===== config.mk =====
export PLATFORM = sky130hd
export DESIGN_NAME = adc_seq_ctrl
export DESIGN_NICKNAME = d
export VERILOG_FILES = /design/src/hw/adc_seq_pkg.sv /design/src/hw/pin_config.sv /design/src/hw/adc_seq_ctrl.sv
export SDC_FILE = /design/constraint.sdc
export NUM_CORES = 1
export LEC_CHECK = 0
export ABC_AREA = 1
export BUFFER_PORTS_ARGS = -buffer_cell sky130_fd_sc_hd__buf_4
export CAP_MARGIN = 20
export CORE_UTILIZATION = 50
export CTS_CLUSTER_DIAMETER = 30
export DETAILED_ROUTE_END_ITERATION = 6
export PLACE_DENSITY_LB_ADDON = 0.2
export SLEW_MARGIN = 20
export SYNTH_ARGS = -nofsm -noshare
export SYNTH_HDL_FRONTEND = slang
export SYNTH_SLANG_ARGS = --single-unit

===== constraint.sdc =====
create_clock -name core_clk -period 5.94 [get_ports core_clk]
set_input_delay 1.188 -clock core_clk [delete_from_list [all_inputs] [get_ports core_clk]]
set_output_delay 1.188 -clock core_clk [all_outputs]
set_load 0.03 [all_outputs]

===== src/hw/adc_seq_pkg.sv =====
// Package: register map, field positions, reset values and enumerations
package adc_seq_pkg;

	// ==========================================
	// Widths
	localparam int DATA_W = 32;
	localparam int RESULT_W = 16;
	localparam int PIN_COUNT = 16;
	localparam int BUF_WORDS = 16;
	localparam int PTR_W = 4;
	localparam int CNT_W = 6;

	// ==========================================
	// Register byte offsets
	localparam logic [7:0] OFS_CTRL1 = 8'h00;
	localparam logic [7:0] OFS_CTRL2 = 8'h04;
	localparam logic [7:0] OFS_CTRL3 = 8'h08;
	localparam logic [7:0] OFS_SCAN = 8'h0c;
	localparam logic [7:0] OFS_PINCFG = 8'h10;
	localparam logic [7:0] OFS_PORT = 8'h14;
	localparam logic [7:0] OFS_STATUS = 8'h18;
	localparam logic [7:0] OFS_BUF_FIRST = 8'h40;
	localparam logic [7:0] OFS_BUF_LAST = 8'h7c;

	// ==========================================
	// Control register one fields
	localparam int C1_MODULE_ON = 15;
	localparam int C1_TRIG_LO = 5;
	localparam int C1_TRIG_HI = 7;
	localparam int C1_SIMSAMP = 3;
	localparam int C1_AUTOSAMP = 2;
	localparam int C1_DONE = 0;
	localparam logic [15:0] C1_WMASK = 16'h80ec;

	// Control register two fields
	localparam int C2_CHCNT_LO = 8;
	localparam int C2_CHCNT_HI = 9;
	localparam int C2_HALF = 7;
	localparam int C2_SPI_LO = 2;
	localparam int C2_SPI_HI = 5;
	localparam int C2_SPLIT = 1;
	localparam int C2_ALT = 0;
	localparam logic [15:0] C2_WMASK = 16'h033f;

	// Status register fields
	localparam int ST_PTR_LO = 0;
	localparam int ST_CNT_LO = 8;

	// Reset values
	localparam logic [15:0] CTRL_RST = 16'h0000;
	localparam logic [PIN_COUNT-1:0] PINCFG_RST = 16'h0000;

	// ==========================================
	// Bus encodings
	localparam logic [1:0] HTRANS_NONSEQ = 2'h2;
	localparam logic HRESP_OKAY = 1'b0;

	// Bus slave states
	typedef enum logic [1:0]
	{
		BS_IDLE = 2'b01,
		BS_RWAIT = 2'b10
	} bus_state_t;

endpackage


===== src/hw/pin_config.sv =====
// Analog/digital pin selection, input buffer gating and masked port readback
`timescale 1ns/1ps
`default_nettype none

module pin_config
(
	input wire logic core_clk,
	input wire logic rst,
	input wire logic clk_en,
	input wire logic cfg_we,
	input wire logic [adc_seq_pkg::PIN_COUNT-1:0] cfg_wdata,
	input wire logic [adc_seq_pkg::PIN_COUNT-1:0] pin_in,
	output logic [adc_seq_pkg::PIN_COUNT-1:0] pin_digital_select,
	output logic [adc_seq_pkg::PIN_COUNT-1:0] digital_in_enable,
	output logic [adc_seq_pkg::PIN_COUNT-1:0] mux_to_ground,
	output logic [adc_seq_pkg::PIN_COUNT-1:0] port_read
);

	logic [adc_seq_pkg::PIN_COUNT-1:0] cfg_q;
	logic [adc_seq_pkg::PIN_COUNT-1:0] cfg_d;
	logic [adc_seq_pkg::PIN_COUNT-1:0] sync1_q;
	logic [adc_seq_pkg::PIN_COUNT-1:0] sync2_q;
	logic [adc_seq_pkg::PIN_COUNT-1:0] en_q;
	logic [adc_seq_pkg::PIN_COUNT-1:0] gnd_q;
	logic [adc_seq_pkg::PIN_COUNT-1:0] rd_q;
	logic [adc_seq_pkg::PIN_COUNT-1:0] en_d;
	logic [adc_seq_pkg::PIN_COUNT-1:0] rd_d;

	// ==========================================
	// Next values: a clear bit means analog input
	always_comb
	begin
		cfg_d = cfg_we ? cfg_wdata : cfg_q;
		en_d = cfg_d;
		rd_d = sync2_q & cfg_q;
	end

	// Registers; configuration clears to all analog
	always_ff @(posedge core_clk or posedge rst)
	begin
		if (rst)
		begin
			cfg_q <= adc_seq_pkg::PINCFG_RST;
			sync1_q <= '0;
			sync2_q <= '0;
			en_q <= '0;
			gnd_q <= '0;
			rd_q <= '0;
		end
		else if (clk_en)
		begin
			cfg_q <= cfg_d;
			sync1_q <= pin_in;
			sync2_q <= sync1_q;
			en_q <= en_d;
			gnd_q <= cfg_d;
			rd_q <= rd_d;
		end
	end

	assign pin_digital_select = cfg_q;
	assign digital_in_enable = en_q;
	assign mux_to_ground = gnd_q;
	assign port_read = rd_q;

endmodule

`default_nettype wire


===== src/hw/adc_seq_ctrl.sv =====
// Converter control: power, result buffer sequencing, done and half flags, register slave
//
// Behaviour
// A pin with a clear digital-select bit acts as analog input.
// Pin configuration resets to zero, so all pins start analog.
// Analog pins have their digital input buffer disabled.
// Digital pins tie their analog multiplexer input to analog ground.
// Port reads return zero for every analog pin.
// Module-on at control one bit 15 powers the converter.
// Module-on clear powers down digital and analog parts.
// Software waits the analog settling time after switching on.
// Software leaves sequencing settings alone while the module is on.
// Each conversion goes to the next entry of a sixteen-word buffer.
// Interrupt once the programmed number of results is stored.
// Single or sequential modes: count field N-1 gives N conversions.
// Simultaneous: N-1 gives 2N (two channels) or 4N (four channels).
// Software keeps conversions per interrupt at sixteen or fewer.
// Two-channel simultaneous: software keeps count field below eight.
// Four-channel simultaneous: software keeps count field below four.
// Done flag at control one bit 0 sets on interrupt, clears on next sequence.
// Split mode uses two eight-word halves, alternating per interrupt.
// Split mode: software keeps eight or fewer conversions per interrupt.
// Split clear uses the whole sixteen-word buffer.
// Control two bit 7 shows the half being written.
// Software should use split mode if it unloads slowly.
// Every interrupt restarts sequencing from its first step.
// Channel count 00 is CH0, 01 is CH0-CH1, 1x is CH0-CH3.
// Simultaneous bit 0 is sequential, 1 samples all channels together.
// Results ascend within the region; pointer returns to start each interrupt.
// Half flag resets to zero so the lower half fills first.
`timescale 1ns/1ps
`default_nettype none

module adc_seq_ctrl
(
	input wire logic core_clk,
	input wire logic rst,
	input wire logic clk_en,
	input wire logic hsel,
	input wire logic [31:0] haddr,
	input wire logic [1:0] htrans,
	input wire logic hwrite,
	input wire logic [2:0] hsize,
	input wire logic [31:0] hwdata,
	input wire logic hready,
	output logic hreadyout,
	output logic [31:0] hrdata,
	output logic hresp,
	input wire logic conv_valid,
	input wire logic [adc_seq_pkg::RESULT_W-1:0] conv_data,
	input wire logic seq_start,
	input wire logic [adc_seq_pkg::PIN_COUNT-1:0] pin_in,
	output logic converter_power,
	output logic conv_irq,
	output logic seq_restart,
	output logic [adc_seq_pkg::PIN_COUNT-1:0] digital_in_enable,
	output logic [adc_seq_pkg::PIN_COUNT-1:0] mux_to_ground
);

	// ==========================================
	// Decoding functions

	// Conversions per interrupt from channel count, sampling mode and count field
	function automatic logic [adc_seq_pkg::CNT_W-1:0] conv_target
	(
		input logic [1:0] chcnt,
		input logic simsamp,
		input logic [3:0] spi
	);
		logic [adc_seq_pkg::CNT_W-1:0] n;
		n = {2'h0, spi} + 6'h01;
		if (!simsamp || chcnt == 2'h0)
			conv_target = n;
		else if (chcnt == 2'h1)
			conv_target = {n[4:0], 1'b0};
		else
			conv_target = {n[3:0], 2'h0};
	endfunction

	// Buffer entry for a region offset
	function automatic logic [adc_seq_pkg::PTR_W-1:0] buf_index
	(
		input logic split,
		input logic half,
		input logic [adc_seq_pkg::PTR_W-1:0] off
	);
		buf_index = split ? {half, off[2:0]} : off;
	endfunction

	// ==========================================
	// Declarations
	adc_seq_pkg::bus_state_t bus_q;
	adc_seq_pkg::bus_state_t bus_d;
	logic [7:0] addr_q;
	logic [7:0] addr_d;
	logic wr_pend_q;
	logic wr_pend_d;
	logic hreadyout_q;
	logic hreadyout_d;
	logic [31:0] hrdata_q;
	logic [31:0] hrdata_d;
	logic [15:0] ctrl1_q;
	logic [15:0] ctrl1_d;
	logic [15:0] ctrl2_q;
	logic [15:0] ctrl2_d;
	logic [15:0] ctrl3_q;
	logic [15:0] ctrl3_d;
	logic [15:0] scan_q;
	logic [15:0] scan_d;
	logic [adc_seq_pkg::CNT_W-1:0] cnt_q;
	logic [adc_seq_pkg::CNT_W-1:0] cnt_d;
	logic [adc_seq_pkg::PTR_W-1:0] off_q;
	logic [adc_seq_pkg::PTR_W-1:0] off_d;
	logic half_q;
	logic half_d;
	logic done_q;
	logic done_d;
	logic irq_q;
	logic irq_d;
	logic restart_q;
	logic power_q;
	logic [adc_seq_pkg::RESULT_W-1:0] result_mem [adc_seq_pkg::BUF_WORDS];
	logic accept;
	logic wr_now;
	logic module_on;
	logic split;
	logic take_conv;
	logic last_conv;
	logic [adc_seq_pkg::PTR_W-1:0] wr_idx;
	logic [adc_seq_pkg::PIN_COUNT-1:0] pincfg;
	logic [adc_seq_pkg::PIN_COUNT-1:0] port_read;

	// ==========================================
	// Pin configuration and port readback
	pin_config u_pin_config
	(
		.core_clk(core_clk),
		.rst(rst),
		.clk_en(clk_en),
		.cfg_we(wr_now && addr_q == adc_seq_pkg::OFS_PINCFG),
		.cfg_wdata(hwdata[adc_seq_pkg::PIN_COUNT-1:0]),
		.pin_in(pin_in),
		.pin_digital_select(pincfg),
		.digital_in_enable(digital_in_enable),
		.mux_to_ground(mux_to_ground),
		.port_read(port_read)
	);

	// ==========================================
	// Bus slave: zero-wait writes, one wait state on reads
	assign accept = hsel && hready && htrans == adc_seq_pkg::HTRANS_NONSEQ;
	assign wr_now = wr_pend_q && hreadyout_q;

	always_comb
	begin
		bus_d = bus_q;
		addr_d = addr_q;
		wr_pend_d = 1'b0;
		hreadyout_d = 1'b1;
		hrdata_d = hrdata_q;
		unique case (bus_q)
			adc_seq_pkg::BS_IDLE:
			begin
				if (accept)
				begin
					addr_d = haddr[7:0];
					wr_pend_d = hwrite;
					if (!hwrite)
					begin
						bus_d = adc_seq_pkg::BS_RWAIT;
						hreadyout_d = 1'b0;
					end
				end
			end
			adc_seq_pkg::BS_RWAIT:
			begin
				bus_d = adc_seq_pkg::BS_IDLE;
				hrdata_d = 32'h0000_0000;
				if (addr_q >= adc_seq_pkg::OFS_BUF_FIRST && addr_q <= adc_seq_pkg::OFS_BUF_LAST
					&& addr_q[1:0] == 2'h0)
					hrdata_d[15:0] = result_mem[addr_q[5:2]];
				else
				begin
					unique case (addr_q)
						adc_seq_pkg::OFS_CTRL1: hrdata_d[15:0] = ctrl1_q;
						adc_seq_pkg::OFS_CTRL2: hrdata_d[15:0] = ctrl2_q;
						adc_seq_pkg::OFS_CTRL3: hrdata_d[15:0] = ctrl3_q;
						adc_seq_pkg::OFS_SCAN: hrdata_d[15:0] = scan_q;
						adc_seq_pkg::OFS_PINCFG: hrdata_d[15:0] = pincfg;
						adc_seq_pkg::OFS_PORT: hrdata_d[15:0] = port_read;
						adc_seq_pkg::OFS_STATUS:
						begin
							hrdata_d[adc_seq_pkg::ST_PTR_LO +: adc_seq_pkg::PTR_W] = wr_idx;
							hrdata_d[adc_seq_pkg::ST_CNT_LO +: adc_seq_pkg::CNT_W] = cnt_q;
						end
						default: hrdata_d = 32'h0000_0000;
					endcase
				end
			end
		endcase
	end

	// Bus slave registers
	always_ff @(posedge core_clk or posedge rst)
	begin
		if (rst)
		begin
			bus_q <= adc_seq_pkg::BS_IDLE;
			addr_q <= 8'h00;
			wr_pend_q <= 1'b0;
			hreadyout_q <= 1'b1;
			hrdata_q <= 32'h0000_0000;
		end
		else if (clk_en)
		begin
			bus_q <= bus_d;
			addr_q <= addr_d;
			wr_pend_q <= wr_pend_d;
			hreadyout_q <= hreadyout_d;
			hrdata_q <= hrdata_d;
		end
	end

	assign hreadyout = hreadyout_q;
	assign hrdata = hrdata_q;
	assign hresp = adc_seq_pkg::HRESP_OKAY;

	// ==========================================
	// Control registers; status bits are driven by hardware only
	assign module_on = ctrl1_q[adc_seq_pkg::C1_MODULE_ON];
	assign split = ctrl2_q[adc_seq_pkg::C2_SPLIT];

	always_comb
	begin
		ctrl1_d = ctrl1_q;
		ctrl2_d = ctrl2_q;
		ctrl3_d = ctrl3_q;
		scan_d = scan_q;
		if (wr_now && addr_q == adc_seq_pkg::OFS_CTRL1)
			ctrl1_d = hwdata[15:0] & adc_seq_pkg::C1_WMASK;
		if (wr_now && addr_q == adc_seq_pkg::OFS_CTRL2)
			ctrl2_d = hwdata[15:0] & adc_seq_pkg::C2_WMASK;
		if (wr_now && addr_q == adc_seq_pkg::OFS_CTRL3)
			ctrl3_d = hwdata[15:0];
		if (wr_now && addr_q == adc_seq_pkg::OFS_SCAN)
			scan_d = hwdata[15:0];
		ctrl1_d[adc_seq_pkg::C1_DONE] = done_d;
		ctrl2_d[adc_seq_pkg::C2_HALF] = half_d;
	end

	// ==========================================
	// Result sequencing; everything idles while the module is off
	assign take_conv = conv_valid && module_on;
	assign last_conv = cnt_q + 6'h01 >= conv_target(ctrl2_q[adc_seq_pkg::C2_CHCNT_HI:adc_seq_pkg::C2_CHCNT_LO],
		ctrl1_q[adc_seq_pkg::C1_SIMSAMP], ctrl2_q[adc_seq_pkg::C2_SPI_HI:adc_seq_pkg::C2_SPI_LO]);
	assign wr_idx = buf_index(split, half_q, off_q);

	always_comb
	begin
		cnt_d = cnt_q;
		off_d = off_q;
		half_d = split ? half_q : 1'b0;
		irq_d = 1'b0;
		done_d = done_q;
		if (!module_on)
		begin
			cnt_d = '0;
			off_d = '0;
		end
		else if (take_conv)
		begin
			if (last_conv)
			begin
				irq_d = 1'b1;
				cnt_d = '0;
				off_d = '0;
				half_d = split ? !half_q : 1'b0;
			end
			else
			begin
				cnt_d = cnt_q + 6'h01;
				off_d = off_q + 4'h1;
			end
		end
		if (seq_start && module_on)
			done_d = 1'b0;
		if (irq_d)
			done_d = 1'b1;
	end

	// Sequencing registers
	always_ff @(posedge core_clk or posedge rst)
	begin
		if (rst)
		begin
			ctrl1_q <= adc_seq_pkg::CTRL_RST;
			ctrl2_q <= adc_seq_pkg::CTRL_RST;
			ctrl3_q <= adc_seq_pkg::CTRL_RST;
			scan_q <= adc_seq_pkg::CTRL_RST;
			cnt_q <= '0;
			off_q <= '0;
			half_q <= 1'b0;
			done_q <= 1'b0;
			irq_q <= 1'b0;
			restart_q <= 1'b0;
			power_q <= 1'b0;
		end
		else if (clk_en)
		begin
			ctrl1_q <= ctrl1_d;
			ctrl2_q <= ctrl2_d;
			ctrl3_q <= ctrl3_d;
			scan_q <= scan_d;
			cnt_q <= cnt_d;
			off_q <= off_d;
			half_q <= half_d;
			done_q <= done_d;
			irq_q <= irq_d;
			restart_q <= irq_d;
			power_q <= ctrl1_d[adc_seq_pkg::C1_MODULE_ON];
		end
	end

	// Result buffer write into the next entry of the active region
	always_ff @(posedge core_clk)
	begin
		if (clk_en && take_conv)
			result_mem[wr_idx] <= conv_data;
	end

	assign converter_power = power_q;
	assign conv_irq = irq_q;
	assign seq_restart = restart_q;

endmodule

`default_nettype wire


==> metrics.yaml <==
cts-resized-gates: 0
gp_congestion: 0.836
drc: 0
area_growth_pct: 21.1
dp.cells: 2312
syn-cell-area_sq_um: 17700
fillCellCount: 2788
io_buffers: 117
cts_setup_buffers: 0
synth_commonest_cells: "830 x nand2_1, 256 x edfxtp_1, 149 x dfrtp_1"
antenna_found_initial: 0
cts_htree_levels: 3
cts_buffers: 80
worst_setup_path_start_kind: "input port"
tritoncts: "built"
status: "finished clean"
synth_edf_count: 256
fin_crit_ns: 3.51
start_util_pct: 51.0
synth_cell_types: 38
core_area_sq_um: 34600
crit_arrival_ns: 3.77
setup-tns-final_ns: 0
hold_violations: 0
routedWlPerCell_microns: 18.8
layoutNonFillerInstCount: 2462
clock_path_buffers: 3
ys.flop_type: "edfxtp_1"
drive_above_1_share_pct: 15.5
ys_seq_area_share_pct: 64.9
worst_pin_slew_ns: 1.17
slew_viol_final: 0
ir_drop_v: 0.000303
p_total_w: 0.00867
syn_area_per_cell_sq_um: 9.72
yosys.area.top_type_share_pct: 43.5
endpoint_kind: "flop"
synth.most_common_cell: "nand2_1"
dp_hpwl_microns: 27500
num_rows: 68
dr_total_vias: 13000
drtPass1Iterations: 5
dieArea_sq_um: 36100
diodes: 0
grt_pass1_vias: 12500
p_per_area_nw_per_um2: 405
viasPerCell: 5.29
synth_top_cell_by_area: "edfxtp_1"
ys_ff_latch: 407
cp.required_ns: 6.21
synth_area_leaders: "edfxtp_1 44%, dfrtp_1 21%, nand2_1 18%, nand3_1 3.4%, o21ai_1 1.8%"
min_period_over_period_pct: 59.1
cts_num_sinks: 407
relSlewSlack_pct: 22.2
clock_skew_ns: 0.0264
synth_cells: 1816
grt_pass1_wl_microns: 71200
post-route-util_pct: 61.8
cts_hold_buf: 0
clk_pin_slew_ns: 0.04
async_reset_ff_share_pct: 37.1
antenna_left: 0
gr-total-overflow: 0
path_class: "in -> reg"
leakagePower_nw: 9.49
drtIter0Drc: 1252
cap_violations: 0
grt_usage_pct: 26.3
die_h_microns: 190
yosys_warnings: 0
nets: 2063
setup_violations: 0
cts-root-buf: "clkbuf_16"
grt_start_max_net_pins: 103
clk_latency_ns: 0.58
min_path_type: "reg -> reg"
rsz0062_at_grt: "no"
ios: 178
path_max_fanout: 62
clock.fmax_mhz: 285
wl_microns: 46400
die_w_microns: 190
## cells in the final DEF, fill, tap and decap left out, types with 10 or more instances in the layout
master and instances:
ha_1 12, clkinv_2 14, a21oi_1 22, inv_1 64, nor2_1 58, buf_4 133, conb_1 17, nand4_1 13
o21ai_1 65, nand3_1 119, dfrtp_1 148, inv_6 10, edfxtp_1 256, nand2_1 830, o21ai_0 41, clkbuf_16 80
## routing by layer
layer  vias to the layer above  global-route usage (%)  part of all wire (%)
li1                       6187                       -                     -
met1                      6216                    36.7                    43
met2                       538                    39.8                    46
met3                        91                    5.61                   7.9
met4                         2                    11.0                   3.0
met5                         -                    1.37                  0.14
## metrics by stage
stage / worst slack, ns / cell area [sq um] / hold slack (ns)
floorplan: 0.691 / 17700 / 0.442
global placement: 2.04 / 18700 / 0.455
detailed placement: 1.95 / 18700 / 0.460
CTS: 2.55 / 21300 / 0.471
global route: 2.26 / 21400 / 0.488
finish: 2.43 / 21400 / 0.467
## flip-flops by register name, summed over array words and instances, names as in the netlist, 8 cells and up
signal / cells
addr_q: 8
u_pin_config.sync2_q: 16
u_pin_config.port_read: 16
u_pin_config.sync1_q: 16
ctrl3_q: 16
ctrl2_q: 9
u_pin_config.pin_digital_select: 16
result_mem: 256
hrdata: 16
scan_q: 16
## area by class of cell
class	instances	area, sq um	area share [%]
Clock inverter	54	541	2.53
Multi-Input combinational cell	1243	5390	25.2
Clock buffer	93	2090	9.78
Tap cell	455	569	2.66
Timing Repair Buffer	137	1050	4.91
Sequential cell	407	11500	53.6
Inverter	73	279	1.30
## cells by family (layout without fill, tap and decap cells)
group / count (synthesis) / in the layout / share of synthesized area [%]
AOI/OAI and AO/OA: 144 / 144 / 4.27
xor gates and xnor gates: 9 / 9 / 0.446
adders and majority gates: 12 / 12 / 0.850
buffers and inverters: 182 / 357 / 5.17
DFF: 407 / 407 / 64.9
other: 1 / 17 / 0.0212
and+or+nand+nor: 1061 / 1061 / 24.3
## report_power, final
| part | internal (W) | switching [W] | leakage (nW) |
|---|---|---|---|
| Clock | 0.00284 | 0.00149 | 1.27 |
| Sequential | 0.00309 | 0.0000885 | 4.30 |
| Combinational | 0.000333 | 0.000824 | 3.91 |
| Total | 0.00626 | 0.00241 | 9.49 |
## worst max-delay path, stage by stage
cell	delay [ns]
buf_4	0.49
nand2_1	0.10
nor2_1	0.45
nand2_1	0.31
nor2_1	0.85
buf_4	0.35
## worst paths after layout
check	start	end	slack [ns]	depth (start not counted)
worst max-delay path	clk_en	result_mem[8][13]$_DFFE_PP_	2.43	6
worst min-delay path	u_pin_config.sync1_q[5]$_DFFE_PP0P_	u_pin_config.sync1_q[5]$_DFFE_PP0P_	0.47	2
worst max register to register	addr_q[2]$_DFFE_PP0P_	hrdata[4]$_DFFE_PP0P_	2.64	9
worst min register to register	u_pin_config.sync1_q[5]$_DFFE_PP0P_	u_pin_config.sync1_q[5]$_DFFE_PP0P_	0.47	2
max in group asynchronous	rst	u_pin_config.port_read[10]$_DFFE_PP0P_	3.87	3
min in group asynchronous	rst	ctrl2_q[3]$_DFFE_PP0P_	0.84	2
Power figures use the tool's default switching activity.
